[src/sleep_ctrl_defs.svh]
// constants for the sleep and power controller
`ifndef SLEEP_CTRL_DEFS_SVH
`define SLEEP_CTRL_DEFS_SVH
// apb byte offsets
`define OFS_SLEEP_CTRL   12'h000
`define OFS_GATE_A       12'h004
`define OFS_GATE_B       12'h008
`define OFS_CFG          12'h00c
`define OFS_STATUS       12'h010
// sleep_control_reg fields
`define SLP_ARM_BIT      0
`define SLP_MODE_LSB     1
// mode encodings
`define MODE_IDLE        3'h0
`define MODE_PDOWN       3'h2
`define MODE_PSAVE       3'h3
`define MODE_STBY        3'h6
`define MODE_XSTBY       3'h7
// config register fields
`define CFG_CLOCK_SELECT_FUSES_LSB    0
`define CFG_XTAL_BIT     4
`define CFG_BOD_BIT      5
`define CFG_DBG_BIT      6
`define CFG_ACD_BIT      7
`define CFG_ACBG_BIT     8
`define CFG_WDT_BIT      9
// gate and config register reset values and writable masks
`define GATE_A_MASK      8'h2c
`define GATE_B_MASK      8'h81
`define RST_ZERO8        8'h00
`define CFG_RESET        10'h000
// timing counts in cycles
`define WAKE_EXTRA       4
`define STBY_WAKE        6
`endif

[src/sleep_ctrl_pkg.sv]
// types for the sleep and power controller
package sleep_ctrl_pkg;
    typedef enum logic [2:0] {
        ST_RUN   = 3'b000,
        ST_SLEEP = 3'b001,
        ST_START = 3'b011,
        ST_HOLD  = 3'b010
    } pwr_state_t;

    typedef struct packed {
        logic cpu_clk_en;
        logic flash_clk_en;
        logic io_clk_en;
        logic osc_en;
        logic comp_en;
        logic vref_en;
        logic in_buf_en;
    } clk_gates_t;
endpackage : sleep_ctrl_pkg

[src/sleep_ctrl.sv]
// sleep mode and power reduction controller with apb registers
//
// Behaviour
// - sleep only when armed and sleep executed
// - interrupt wake adds four hold cycles
// - register file and sram kept intact
// - reset in sleep restarts at reset vector
// - mode 000 idle stops cpu, flash
// - idle wakes on any enabled interrupt
// - mode 010 power-down stops all clocks
// - power-down wakes only on listed events
// - power-down wake delay from clock fuses
// - mode 011 behaves as power-down
// - mode 110 standby keeps oscillator, six cycles
// - mode 111 same as standby
// - gate bit stops and freezes peripheral
// - clearing gate bit resumes same state
// - comparator off in all non-idle modes
// - enabled brown-out detector stays active
// - enabled watchdog keeps running always
// - reference on with bod, or with acbg while comparator not disabled, also in sleep
// - input buffers off when io clock stops
// - debug fuse keeps main clock running
//
// Our own choices: the APB register port and the register addresses.
`timescale 1ns/1ps
`include "sleep_ctrl_defs.svh"
module sleep_ctrl #(
    parameter int DLY_W      = 20,
    parameter int START_TIME = 16384
) (
    input  wire logic        clk_i,
    input  wire logic        rst_i,
    // apb slave
    input  wire logic        psel_i,
    input  wire logic        penable_i,
    input  wire logic        pwrite_i,
    input  wire logic [11:0] paddr_i,
    input  wire logic [31:0] pwdata_i,
    output logic      [31:0] prdata_o,
    output logic             pready_o,
    output logic             pslverr_o,
    // core
    input  wire logic        sleep_exec_i,
    input  wire logic        core_reset_i,
    output logic             core_hold_o,
    output logic             irq_resume_o,
    output logic             reset_vector_o,
    // wake sources
    input  wire logic        irq_any_i,
    input  wire logic [7:0]  ext_irq_lines_i,
    input  wire logic [7:0]  ext_irq_level_i,
    input  wire logic        pin_change_irq_i,
    input  wire logic        usb_wakeup_irq_i,
    input  wire logic        usb_frame_start_irq_i,
    input  wire logic        twi_match_i,
    // clock and analog enables
    output logic             cpu_clk_en_o,
    output logic             flash_clk_en_o,
    output logic             io_clk_en_o,
    output logic             osc_en_o,
    output logic             comp_en_o,
    output logic             vref_en_o,
    output logic             in_buf_en_o,
    output logic             bod_en_o,
    output logic             wdt_en_o,
    output logic [7:0]       gate_a_o,
    output logic [7:0]       gate_b_o
);
    // ************************************************************
    // registers
    // ************************************************************
    logic                    arm_ff;
    logic [2:0]              mode_ff;
    logic [7:0]              gate_a_ff;
    logic [7:0]              gate_b_ff;
    logic [9:0]              cfg_ff;
    logic [2:0]              act_mode_ff;
    sleep_ctrl_pkg::pwr_state_t st_ff;
    sleep_ctrl_pkg::pwr_state_t nxt_st;
    logic [2:0]              hold_ff;
    logic                    resumed_ff;
    logic                    load;
    logic [DLY_W-1:0]        load_cnt;
    logic                    tmr_done;
    logic                    wake;
    logic                    deep;
    logic                    wr;
    logic                    rd;

    initial begin
        if (DLY_W < 8 || (START_TIME << 3) >= (1 << DLY_W) || START_TIME < `STBY_WAKE)
            $error("sleep_ctrl: start time does not fit the delay counter");
    end

    // power-down and power-save share every behaviour
    function automatic logic is_deep(input logic [2:0] m);
        is_deep = (m == `MODE_PDOWN) || (m == `MODE_PSAVE);
    endfunction : is_deep

    function automatic logic is_stby(input logic [2:0] m);
        is_stby = (m == `MODE_STBY) || (m == `MODE_XSTBY);
    endfunction : is_stby

    // ************************************************************
    // apb slave: zero wait states, error on unmapped
    // ************************************************************
    assign wr = psel_i && penable_i && pwrite_i;
    assign rd = psel_i && !penable_i && !pwrite_i;

    // sleep control register
    always_ff @(posedge clk_i or posedge rst_i) begin
        if (rst_i) begin
            arm_ff  <= 1'b0;
            mode_ff <= 3'h0;
        end else if (wr && paddr_i == `OFS_SLEEP_CTRL) begin
            arm_ff  <= pwdata_i[`SLP_ARM_BIT];
            mode_ff <= pwdata_i[`SLP_MODE_LSB +: 3];
        end
    end

    // gate bits only exist for the real peripherals
    always_ff @(posedge clk_i or posedge rst_i) begin
        if (rst_i) begin
            gate_a_ff <= `RST_ZERO8;
            gate_b_ff <= `RST_ZERO8;
        end else if (wr && paddr_i == `OFS_GATE_A) begin
            gate_a_ff <= pwdata_i[7:0] & `GATE_A_MASK;
        end else if (wr && paddr_i == `OFS_GATE_B) begin
            gate_b_ff <= pwdata_i[7:0] & `GATE_B_MASK;
        end
    end

    // fuse and analog configuration word
    always_ff @(posedge clk_i or posedge rst_i) begin
        if (rst_i) begin
            cfg_ff <= `CFG_RESET;
        end else if (wr && paddr_i == `OFS_CFG) begin
            cfg_ff <= pwdata_i[9:0];
        end
    end

    // read data and answer registered in setup, so pready is a flop
    always_ff @(posedge clk_i or posedge rst_i) begin
        if (rst_i) begin
            prdata_o  <= 32'h0000_0000;
            pready_o  <= 1'b0;
            pslverr_o <= 1'b0;
        end else begin
            pready_o  <= psel_i && !penable_i;
            pslverr_o <= 1'b0;
            if (rd) begin
                unique case (paddr_i)
                    `OFS_SLEEP_CTRL: prdata_o <= {28'h0, mode_ff, arm_ff};
                    `OFS_GATE_A:     prdata_o <= {24'h0, gate_a_ff};
                    `OFS_GATE_B:     prdata_o <= {24'h0, gate_b_ff};
                    `OFS_CFG:        prdata_o <= {22'h0, cfg_ff};
                    `OFS_STATUS:     prdata_o <= {26'h0, resumed_ff, act_mode_ff, st_ff[1:0]};
                    default: begin
                        prdata_o <= 32'h0000_0000;
                    end
                endcase
            end
            if (psel_i && !penable_i &&
                !(paddr_i inside {`OFS_SLEEP_CTRL, `OFS_GATE_A, `OFS_GATE_B,
                                  `OFS_CFG, `OFS_STATUS}))
                pslverr_o <= 1'b1;
        end
    end

    // ************************************************************
    // sleep state machine
    // ************************************************************
    assign deep = is_deep(act_mode_ff) || is_stby(act_mode_ff);

    // deep modes only hear the asynchronous sources
    always_comb begin
        if (deep) begin
            wake = twi_match_i || |ext_irq_lines_i[3:0]
                 || |(ext_irq_lines_i[7:4] & ext_irq_level_i[7:4])
                 || pin_change_irq_i || usb_wakeup_irq_i;
        end else begin
            wake = irq_any_i || |ext_irq_lines_i || pin_change_irq_i
                 || usb_wakeup_irq_i || usb_frame_start_irq_i || twi_match_i;
        end
    end

    // startup delay: fuse time for deep, six cycles for standby or with the debug fuse
    always_comb begin
        load     = 1'b0;
        load_cnt = DLY_W'(START_TIME);
        if (st_ff == sleep_ctrl_pkg::ST_SLEEP && wake) begin
            load = 1'b1;
            if (is_stby(act_mode_ff) || cfg_ff[`CFG_DBG_BIT])
                load_cnt = DLY_W'(`STBY_WAKE);
            else if (is_deep(act_mode_ff))
                load_cnt = DLY_W'(START_TIME) << cfg_ff[`CFG_CLOCK_SELECT_FUSES_LSB +: 2];
            else
                load_cnt = DLY_W'(1);
        end
    end

    wake_timer #(
        .W       (DLY_W)
    ) u_wake_timer (
        .clk_i   (clk_i),
        .rst_i   (rst_i),
        .load_i  (load),
        .count_i (load_cnt),
        .done_o  (tmr_done)
    );

    // next state
    always_comb begin
        nxt_st = st_ff;
        unique case (st_ff)
            sleep_ctrl_pkg::ST_RUN:
                if (sleep_exec_i && arm_ff) nxt_st = sleep_ctrl_pkg::ST_SLEEP;
            sleep_ctrl_pkg::ST_SLEEP:
                if (wake) nxt_st = sleep_ctrl_pkg::ST_START;
            sleep_ctrl_pkg::ST_START:
                if (tmr_done) nxt_st = sleep_ctrl_pkg::ST_HOLD;
            sleep_ctrl_pkg::ST_HOLD:
                if (hold_ff == 3'(`WAKE_EXTRA - 1)) nxt_st = sleep_ctrl_pkg::ST_RUN;
            default: nxt_st = sleep_ctrl_pkg::ST_RUN;
        endcase
    end

    // a core reset aborts sleep; ram is never touched here
    always_ff @(posedge clk_i or posedge rst_i) begin
        if (rst_i) begin
            st_ff <= sleep_ctrl_pkg::ST_RUN;
        end else if (core_reset_i) begin
            st_ff <= sleep_ctrl_pkg::ST_RUN;
        end else begin
            st_ff <= nxt_st;
        end
    end

    // mode latched at the sleep instruction; later writes ignored
    always_ff @(posedge clk_i or posedge rst_i) begin
        if (rst_i) begin
            act_mode_ff <= `MODE_IDLE;
        end else if (st_ff == sleep_ctrl_pkg::ST_RUN && sleep_exec_i && arm_ff) begin
            act_mode_ff <= mode_ff;
        end
    end

    // four extra halted cycles after start-up
    always_ff @(posedge clk_i or posedge rst_i) begin
        if (rst_i) begin
            hold_ff <= 3'h0;
        end else if (st_ff == sleep_ctrl_pkg::ST_HOLD) begin
            hold_ff <= hold_ff + 3'h1;
        end else begin
            hold_ff <= 3'h0;
        end
    end

    // resume and reset-vector pulses toward the core
    always_ff @(posedge clk_i or posedge rst_i) begin
        if (rst_i) begin
            irq_resume_o   <= 1'b0;
            reset_vector_o <= 1'b0;
            resumed_ff     <= 1'b0;
        end else begin
            irq_resume_o   <= (st_ff == sleep_ctrl_pkg::ST_HOLD)
                              && (nxt_st == sleep_ctrl_pkg::ST_RUN) && !core_reset_i;
            reset_vector_o <= core_reset_i && (st_ff != sleep_ctrl_pkg::ST_RUN);
            if (st_ff == sleep_ctrl_pkg::ST_HOLD)
                resumed_ff <= 1'b1;
            else if (rd && paddr_i == `OFS_STATUS)
                resumed_ff <= 1'b0;
        end
    end

    // ************************************************************
    // clock, analog and buffer enables
    // ************************************************************
    sleep_ctrl_pkg::clk_gates_t g;
    always_comb begin
        logic asleep;
        asleep         = (st_ff == sleep_ctrl_pkg::ST_SLEEP) || (st_ff == sleep_ctrl_pkg::ST_START);
        g.cpu_clk_en   = (st_ff == sleep_ctrl_pkg::ST_RUN);
        g.flash_clk_en = (st_ff == sleep_ctrl_pkg::ST_RUN);
        g.io_clk_en    = !(asleep && deep);
        g.osc_en       = !(asleep && is_deep(act_mode_ff))
                         || cfg_ff[`CFG_DBG_BIT];
        g.comp_en      = !cfg_ff[`CFG_ACD_BIT] && !(asleep && deep);
        g.vref_en      = cfg_ff[`CFG_BOD_BIT]
                         || (!cfg_ff[`CFG_ACD_BIT] && cfg_ff[`CFG_ACBG_BIT]
                             && (g.comp_en || cfg_ff[`CFG_ACBG_BIT]));
        g.in_buf_en    = g.io_clk_en;
    end

    // all enables registered so outputs come from flops
    always_ff @(posedge clk_i or posedge rst_i) begin
        if (rst_i) begin
            core_hold_o    <= 1'b0;
            cpu_clk_en_o   <= 1'b1;
            flash_clk_en_o <= 1'b1;
            io_clk_en_o    <= 1'b1;
            osc_en_o       <= 1'b1;
            comp_en_o      <= 1'b1;
            vref_en_o      <= 1'b0;
            in_buf_en_o    <= 1'b1;
            bod_en_o       <= 1'b0;
            wdt_en_o       <= 1'b0;
            gate_a_o       <= `RST_ZERO8;
            gate_b_o       <= `RST_ZERO8;
        end else begin
            core_hold_o    <= (st_ff != sleep_ctrl_pkg::ST_RUN);
            cpu_clk_en_o   <= g.cpu_clk_en;
            flash_clk_en_o <= g.flash_clk_en;
            io_clk_en_o    <= g.io_clk_en;
            osc_en_o       <= g.osc_en;
            comp_en_o      <= g.comp_en;
            vref_en_o      <= g.vref_en;
            in_buf_en_o    <= g.in_buf_en;
            bod_en_o       <= cfg_ff[`CFG_BOD_BIT];
            wdt_en_o       <= cfg_ff[`CFG_WDT_BIT];
            gate_a_o       <= gate_a_ff;
            gate_b_o       <= gate_b_ff;
        end
    end
endmodule : sleep_ctrl

[src/wake_timer.sv]
// down counter that times the start-up delay after wake-up
`timescale 1ns/1ps
`include "sleep_ctrl_defs.svh"
module wake_timer #(
    parameter int W = 20
) (
    input  wire logic         clk_i,
    input  wire logic         rst_i,
    input  wire logic         load_i,
    input  wire logic [W-1:0] count_i,
    output logic              done_o
);
    logic [W-1:0] cnt_ff;

    initial begin
        if (W < 4) $error("wake_timer width too small");
    end

    // counts to zero; done is high while idle at zero
    always_ff @(posedge clk_i or posedge rst_i) begin
        if (rst_i) begin
            cnt_ff <= '0;
        end else if (load_i) begin
            cnt_ff <= count_i;
        end else if (cnt_ff != '0) begin
            cnt_ff <= cnt_ff - W'(1);
        end
    end

    assign done_o = (cnt_ff == '0) && !load_i;
endmodule : wake_timer

[config.mk]
export PLATFORM = sky130hd
export DESIGN_NAME = sleep_ctrl
export DESIGN_NICKNAME = d
export VERILOG_FILES = /design/src/sleep_ctrl_pkg.sv /design/src/sleep_ctrl.sv /design/src/wake_timer.sv
export VERILOG_INCLUDE_DIRS = /design/src
export SDC_FILE = /design/constraint.sdc
export NUM_CORES = 1
export LEC_CHECK = 0
export ABC_CLOCK_PERIOD_IN_PS = 6850
export BUFFER_PORTS_ARGS = -buffer_cell sky130_fd_sc_hd__clkbuf_2
export CAP_MARGIN = 20
export CORE_ASPECT_RATIO = 1.75
export CORE_UTILIZATION = 54
export DETAILED_ROUTE_END_ITERATION = 7
export MAX_ROUTING_LAYER = met4
export PLACE_DENSITY_LB_ADDON = 0.08
export SLEW_MARGIN = 15
export SYNTH_ARGS = -nofsm -noshare
export SYNTH_HDL_FRONTEND = slang
export SYNTH_SLANG_ARGS = --single-unit
[constraint.sdc]
create_clock -name clk_i -period 6.85 [get_ports clk_i]
set_clock_uncertainty 0.05 [all_clocks]
set_input_delay 1.0275 -clock clk_i [delete_from_list [all_inputs] [get_ports clk_i]]
set_output_delay 1.0275 -clock clk_i [all_outputs]
set_load 0.02 [all_outputs]
==> run summary, run 1 <==
Cts bufs inserted = 9
Drt pass-1 iters = 4
Vias per cell = 5.18
Inst Count DP = 492
Critical Path AT = 2.84 ns
Post-cts resize count = 0
Slew margin rel. = 0.373
Die Span Y = 113 um
Layout Nets = 494
Syn Area/Cell = 11.0 um2
Peak supply drop = 0.000174 V
Metal2 WL = 4170 um
Yosys Warn Count = 0
Final WL = 7540 um
CP Max Fanout = 15
Number of synthesized register bits = 76
Max-slew violation count = 0
Skew-Pair Late Insertion Delay = 0.33 ns
Met1 Wirelength = 2990 um
Number of global-route vias before repair = 2579
Post-route insts no fill = 508
CTS tree = built
Post-detailed-route count of antenna-violating nets = 0
Req. time, crit path = 7.06 ns
Distinct cells, synth = 58
Hold WS = 0.345 ns
CP endpoint kind = flip-flop
Setup bufs post-CTS = 0
Part of the cycle the worst path needs = 0.385
Hold buffer count at cts = 0
Crit path max-delay cell type = nor4_1
First-pass GRT wire length = 12200 um
Boundary Pins = 134
Overall Global Routing Usage = 0.229
# rows = 40
Clk pin slew, worst setup/hold paths = 0.06 ns
LEAKAGE = 2.03 nW
CP startpoint kind = primary input
Hold/Removal Path Class = reg -> reg
Post-Syn Area = 3770 um2
CP Class = in -> reg
Max capacitance violation total = 0
Vias = 2632
Fmax achieved = 379 MHz
EDFF count, synth = 0
# H-tree levels = 3
Max Used Layer = met4
Area Overhead vs Synth = 15.5%
Status = completed
DIE AREA = 7330 um2
Bufs on Longest Clock Path = 2
RSZ-0062 raised after global routing = no
Root Buffer = clkbuf_16
Final GP Congestion = 0.843
Die W = 65.2 um
P per Cell Area = 235 nW/um2
Worst slew pin tran = 0.940 ns
GR Overflow Total = 0
Critical Path Max Stage Delay = 0.89 ns
Post-DP HPWL = 5490 um
Post-route minimum period = 2.64 ns
Ys async rst share = 1.00
Syn Inst Count = 344
Layout cells sized above 1 = 0.316
Initial antenna violation count = 0
Ant. Diodes = 0
Final hold vios = 0
IO Port Bufs = 74
Critical path cell sequence = clkbuf_2, nor2b_1, nand2b_1, nor4_1, a22oi_1, o21ai_0
Endpoints failing setup = 0
Clk sinks = 76
Core Footprint = 6810 um2
Initial core utilization = 0.554
Largest net degree at the start of global routing = 77
Number of remaining DRC errors = 0
Starting DRT DRC Count = 106
Most used DFF post-synth = dfrtp_1
Routed len/inst = 14.8 um
DR WL met3 = 216 um
Post-route setup TNS = 0 ns
Sequential share of the synthesized area = 0.506
==> routing by layer <==
metal / vias up / global-route usage
li1: 1302 / -
met1: 1266 / 0.245
met2: 49 / 0.393
met3: 15 / 0.0478
met4: 0 / 0.104
met5: - / -
==> critical path, delay by kind of cell <==
family                 cells  cell delay [ns]
AOI/OAI and AO/OA          2             0.25
buffers and inverters      1             0.08
and+or+nand+nor            3             1.48
==> stage by stage <==
| step | setup slack [ns] | utilization | total power [mW] | instance area (um2) |
|---|---|---|---|---|
| 2_1_floorplan | 3.84 | - | 0.564 | 3890 |
| 3_3_place_gp | 3.83 | 0.597 | 0.576 | 4070 |
| 3_5_place_dp | 3.88 | 0.597 | 0.579 | 4070 |
| 4_1_cts | 4.22 | 0.640 | 1.03 | 4360 |
| 5_1_grt | 4.01 | 0.640 | 1.06 | 4360 |
| 6_report | 4.21 | 0.640 | 1.02 | 4360 |
==> area by class of cell <==
class / count / area (um2)
clock buffers: 13 / 270
clock inverters: 3 / 20.0
fillers: 574 / 2450
inverters: 11 / 41.3
multi-input cells: 246 / 1630
flip-flops and latches: 76 / 1910
well taps: 84 / 105
repair buffers: 75 / 378
==> power by group <==
| group | leakage [nW] | internal [mW] | switching [mW] |
|---|---|---|---|
| clock | 0.138 | 0.274 | 0.177 |
| sequential | 0.960 | 0.466 | 0.0232 |
| combinational | 0.936 | 0.0282 | 0.0530 |
| total | 2.03 | 0.768 | 0.253 |
==> placed cells by master (no fill, tap or decap), types with 4 or more instances in the layout <==
master	synthesis	final
a21oi_1	5	5
a22oi_1	5	5
and3_1	4	4
clkbuf_16	0	9
clkbuf_2	0	74
conb_1	1	34
dfrtp_1	72	72
dfstp_2	4	4
inv_1	11	10
mux2_2	24	24
nand2_1	21	21
nand3_1	7	7
nor2_1	32	32
nor2b_1	6	6
nor3_1	9	9
nor4_1	6	6
o21ai_0	17	17
o31ai_1	5	5
or3_1	5	5
xnor2_1	5	5
xor2_1	7	7
==> cells in the mapped netlist, types with 2 or more instances <==
cell,n,share of area
clkbuf_1,6,0.0060
nor4_1,6,0.010
a32o_1,2,0.0053
nor4_4,2,0.011
xnor2_1,5,0.012
or3_1,5,0.0083
nand3_1,7,0.0093
nand2b_1,2,0.0033
mux2_2,24,0.072
a21boi_0,3,0.0060
a22oi_1,5,0.010
dfrtp_1,72,0.48
mux2i_1,3,0.0080
nand2_1,21,0.021
ha_1,3,0.010
o31ai_1,5,0.010
nor3_1,9,0.012
a22o_1,3,0.0070
inv_1,11,0.011
nor2_1,32,0.032
or4_1,3,0.0060
o211ai_1,3,0.0060
mux2_4,2,0.0080
a21oi_1,5,0.0066
nor2b_1,6,0.010
and3_1,4,0.0066
a21o_1,2,0.0040
o21ai_0,17,0.023
a31oi_1,3,0.0050
buf_6,2,0.0060
buf_4,35,0.070
xor2_1,7,0.016
dfstp_2,4,0.028
==> sequential cells by signal, indices dropped and copies added, names as in the netlist, 2 cells and up <==
name,count
act_mode_ff,3
cfg_ff,10
gate_a_ff,3
gate_a_o,3
gate_b_ff,2
gate_b_o,2
hold_ff,3
mode_ff,3
prdata_o,10
st_ff,3
u_wake_timer.cnt_ff,20
==> cell families after synthesis <==
kind of cell | after synthesis | share of synthesized area
xor gates and xnor gates | 12 | 0.0279
AOI/OAI and AO/OA | 60 | 0.111
buffers and inverters | 55 | 0.0939
adders and majority gates | 3 | 0.00995
and+or+nand+nor | 108 | 0.163
muxes | 29 | 0.0876
other | 1 | 0.000994
DFF | 76 | 0.506
==> path summary, 6_finish.rpt <==
kind	start	end	slack [ns]	cells past startpoint
worst max-delay path	psel_i	prdata_o[7]	4.21	6
worst min-delay path	cfg_ff[9]	wdt_en_o	0.34	0
worst max register to register	u_wake_timer.cnt_ff[19]	u_wake_timer.cnt_ff[1]	4.22	5
worst min register to register	cfg_ff[9]	wdt_en_o	0.34	0
max in group asynchronous	rst_i	hold_ff[2]	5.23	3
min in group asynchronous	rst_i	wdt_en_o	0.91	3
Power figures use the tool's default switching activity.
==> run 2: changes to the inputs <==
Settings changed: ABC_CLOCK_PERIOD_IN_PS 6850 to 2450, CORE_UTILIZATION 54 to 50.
Clock period 6.85 ns to 2.45 ns, I/O delays scaled along.
==> run 2 against run 1 <==
Sequential share of layout area fell by 0.71 points. Utilization is 2.8 points lower. Sequential power rose to 2.8 times the previous value. First-iteration DRC count is 4.7% higher. Register-to-register slack got worse by 3.8 ns. Design area up 1.6%. Via count increased by 3.8%. Hold slack worse by 0.29 ns.
==> run summary, run 2 (same netlist as run 1, synthesis figures left out) <==
Endpoints failing setup = 0 (unchanged)
Routed len/inst = 15.1 um (was 14.8 um)
Overall Global Routing Usage = 0.226 (was 0.229)
Req. time, crit path = 2.62 ns (was 7.06 ns)
Root Buffer = clkbuf_16 (unchanged)
Combinational share of power = 0.083 (was 0.079)
Max capacitance violation total = 0 (unchanged)
Bufs on Longest Clock Path = 2 (unchanged)
Post-cts resize count = 0 (unchanged)
Starting DRT DRC Count = 111 (was 106)
GR Util met3 = 0.0543 (was 0.0478)
Peak supply drop = 0.000470 V (was 0.000174 V)
# H-tree levels = 3 (unchanged)
Ant. Diodes = 0 (unchanged)
Layout Nets = 504 (was 494)
Most common cell after layout, fill and taps aside = clkbuf_2 (unchanged)
Gr busiest metal = met2 (unchanged)
Final WL = 7850 um (was 7540 um)
Worst slew pin tran = 0.551 ns (was 0.940 ns)
Max reg flops = 20 (unchanged)
IO Port Bufs = 74 (unchanged)
CTS tree = built (unchanged)
Core Footprint = 7230 um2 (was 6810 um2)
Cts bufs inserted = 9 (unchanged)
Reg power frac = 0.489 (was 0.479)
Boundary Pins = 134 (unchanged)
Largest registers = u_wake_timer.cnt_ff x20, cfg_ff x10, prdata_o x10 (unchanged)
Switching power = 0.705 mW (was 0.253 mW)
Number of global-route vias before repair = 2666 (was 2579)
Met1 usage = 0.241 (was 0.245)
CP endpoint kind = flip-flop (unchanged)
Drt pass-1 iters = 4 (unchanged)
Slew margin rel. = 0.629 (was 0.373)
CP startpoint kind = flip-flop (was primary input)
Vias = 2731 (was 2632)
Hold/Removal Path Class = in -> async (was reg -> reg)
Max-slew violation count = 0 (unchanged)
Fmax achieved = 484 MHz
Fin util = 0.612 (was 0.640)
Sw Ratio = 0.252 (was 0.248)
Critical Path AT = 2.24 ns (was 2.84 ns)
Skew-Pair Late Insertion Delay = 0.33 ns (about the same)
Most flop-heavy register = u_wake_timer.cnt_ff (unchanged)
Part of the cycle the worst path needs = 0.844
CP Max Fanout = 4 (was 15)
RSZ-0062 raised after global routing = no (unchanged)
Cell Int Power = 2.09 mW (was 0.768 mW)
Post-DP HPWL = 5750 um (was 5490 um)
P per Cell Area = 632 nW/um2 (was 235 nW/um2)
Clock Power Share = 0.428 (was 0.442)
Final GP Congestion = 0.828 (was 0.843)
Die Span Y = 117 um (was 113 um)
Clk sinks = 76 (unchanged)
LEAKAGE = 2.09 nW (was 2.03 nW)
Layout cells sized above 1 = 0.332 (was 0.316)
Initial antenna violation count = 0 (unchanged)
Status = completed (unchanged)
Final hold vios = 0 (unchanged)
M2 GR Usage = 0.389 (was 0.393)
Setup bufs post-CTS = 0 (unchanged)
Area of the multi-input gates = 1630 um2 (unchanged)
Initial core utilization = 0.521 (was 0.554)
GR Overflow Total = 0 (unchanged)
Largest net degree at the start of global routing = 77 (unchanged)
First-pass GRT wire length = 12500 um (was 12200 um)
Number of remaining DRC errors = 0 (unchanged)
Post-route minimum period = 2.07 ns
Fillers = 643 (was 574)
Hold buffer count at cts = 0 (unchanged)
Die W = 67.7 um (was 65.2 um)
Clk pin slew, worst setup/hold paths = 0.06 ns (about the same)
# rows = 41 (was 40)
FF+latch area = 1910 um2 (unchanged)
Highest-count cells in the layout ignoring fill and taps = 74 x clkbuf_2, 72 x dfrtp_1, 34 x conb_1 (unchanged)
Post-route setup TNS = 0 ns (unchanged)
Vias per cell = 5.25 (was 5.18)
DIE AREA = 7910 um2 (was 7330 um2)
Area Overhead vs Synth = 17.4% (was 15.5%)
CP Class = reg -> reg (was in -> reg)
Post-detailed-route count of antenna-violating nets = 0 (unchanged)
## run 2: cell type report
type / instances / share of cell area
clock buffer: 11 / 0.0548
clock inverter: 5 / 0.00650
inverter: 11 / 0.00933
multi-input combinational: 246 / 0.369
sequential: 76 / 0.431
tap: 86 / 0.0243
timing repair buffer: 85 / 0.105
## run 2: worst max-delay path, stage by stage, from the launching register on
cell      delay [ns]
dfrtp_1         0.40
nor4_1          0.53
nand3_1         0.18
nor2_1          0.30
buf_4           0.19
a21boi_0        0.09
o21ba_2         0.21
## run 2: per-stage QoR
step / cells / setup slack [ns] / area [um2] / total power, mW / hold slack [ns]
floorplan: 377 / 0.101 / 3890 / 1.58 / 0.317
global placement: 504 / 0.293 / 4160 / 1.62 / 0.334
detailed placement: 504 / 0.269 / 4160 / 1.62 / 0.339
CTS: 520 / 0.342 / 4430 / 2.83 / 0.0665
global route: 520 / 0.246 / 4430 / 2.92 / 0.0821
finish: 520 / 0.382 / 4430 / 2.80 / 0.0512
## run 2: worst paths after layout
| kind | end | from | slack (ns) | cells after the start |
|---|---|---|---|---|
| setup / recovery | st_ff[0] | u_wake_timer.cnt_ff[19] | 0.38 | 6 |
| hold / removal | prdata_o[9] | rst_i | 0.05 | 3 |
| setup reg to reg | st_ff[0] | u_wake_timer.cnt_ff[19] | 0.38 | 6 |
| hold reg to reg | wdt_en_o | cfg_ff[9] | 0.35 | 0 |
| max in group asynchronous | in_buf_en_o | rst_i | 1.95 | 3 |
| min in group clk_i | pready_o | penable_i | 0.19 | 2 |
## run 2: power groups by stage
| stage | logic, mW | registers, mW | clock network [mW] |
|---|---|---|---|
| after global routing | 0.262 | 1.37 | 1.29 |
| after CTS | 0.236 | 1.37 | 1.23 |
| after floorplan | 0.193 | 1.38 | 0 |
| final | 0.233 | 1.37 | 1.20 |
| after detailed placement | 0.235 | 1.39 | 0 |
| after global placement | 0.231 | 1.39 | 0 |
## run 2: routing by layer
metal	routed length, um	up-vias
met5	0	-
met4	148	0
met3	223	12
met2	4440	60
met1	3040	1349
li1	-	1310
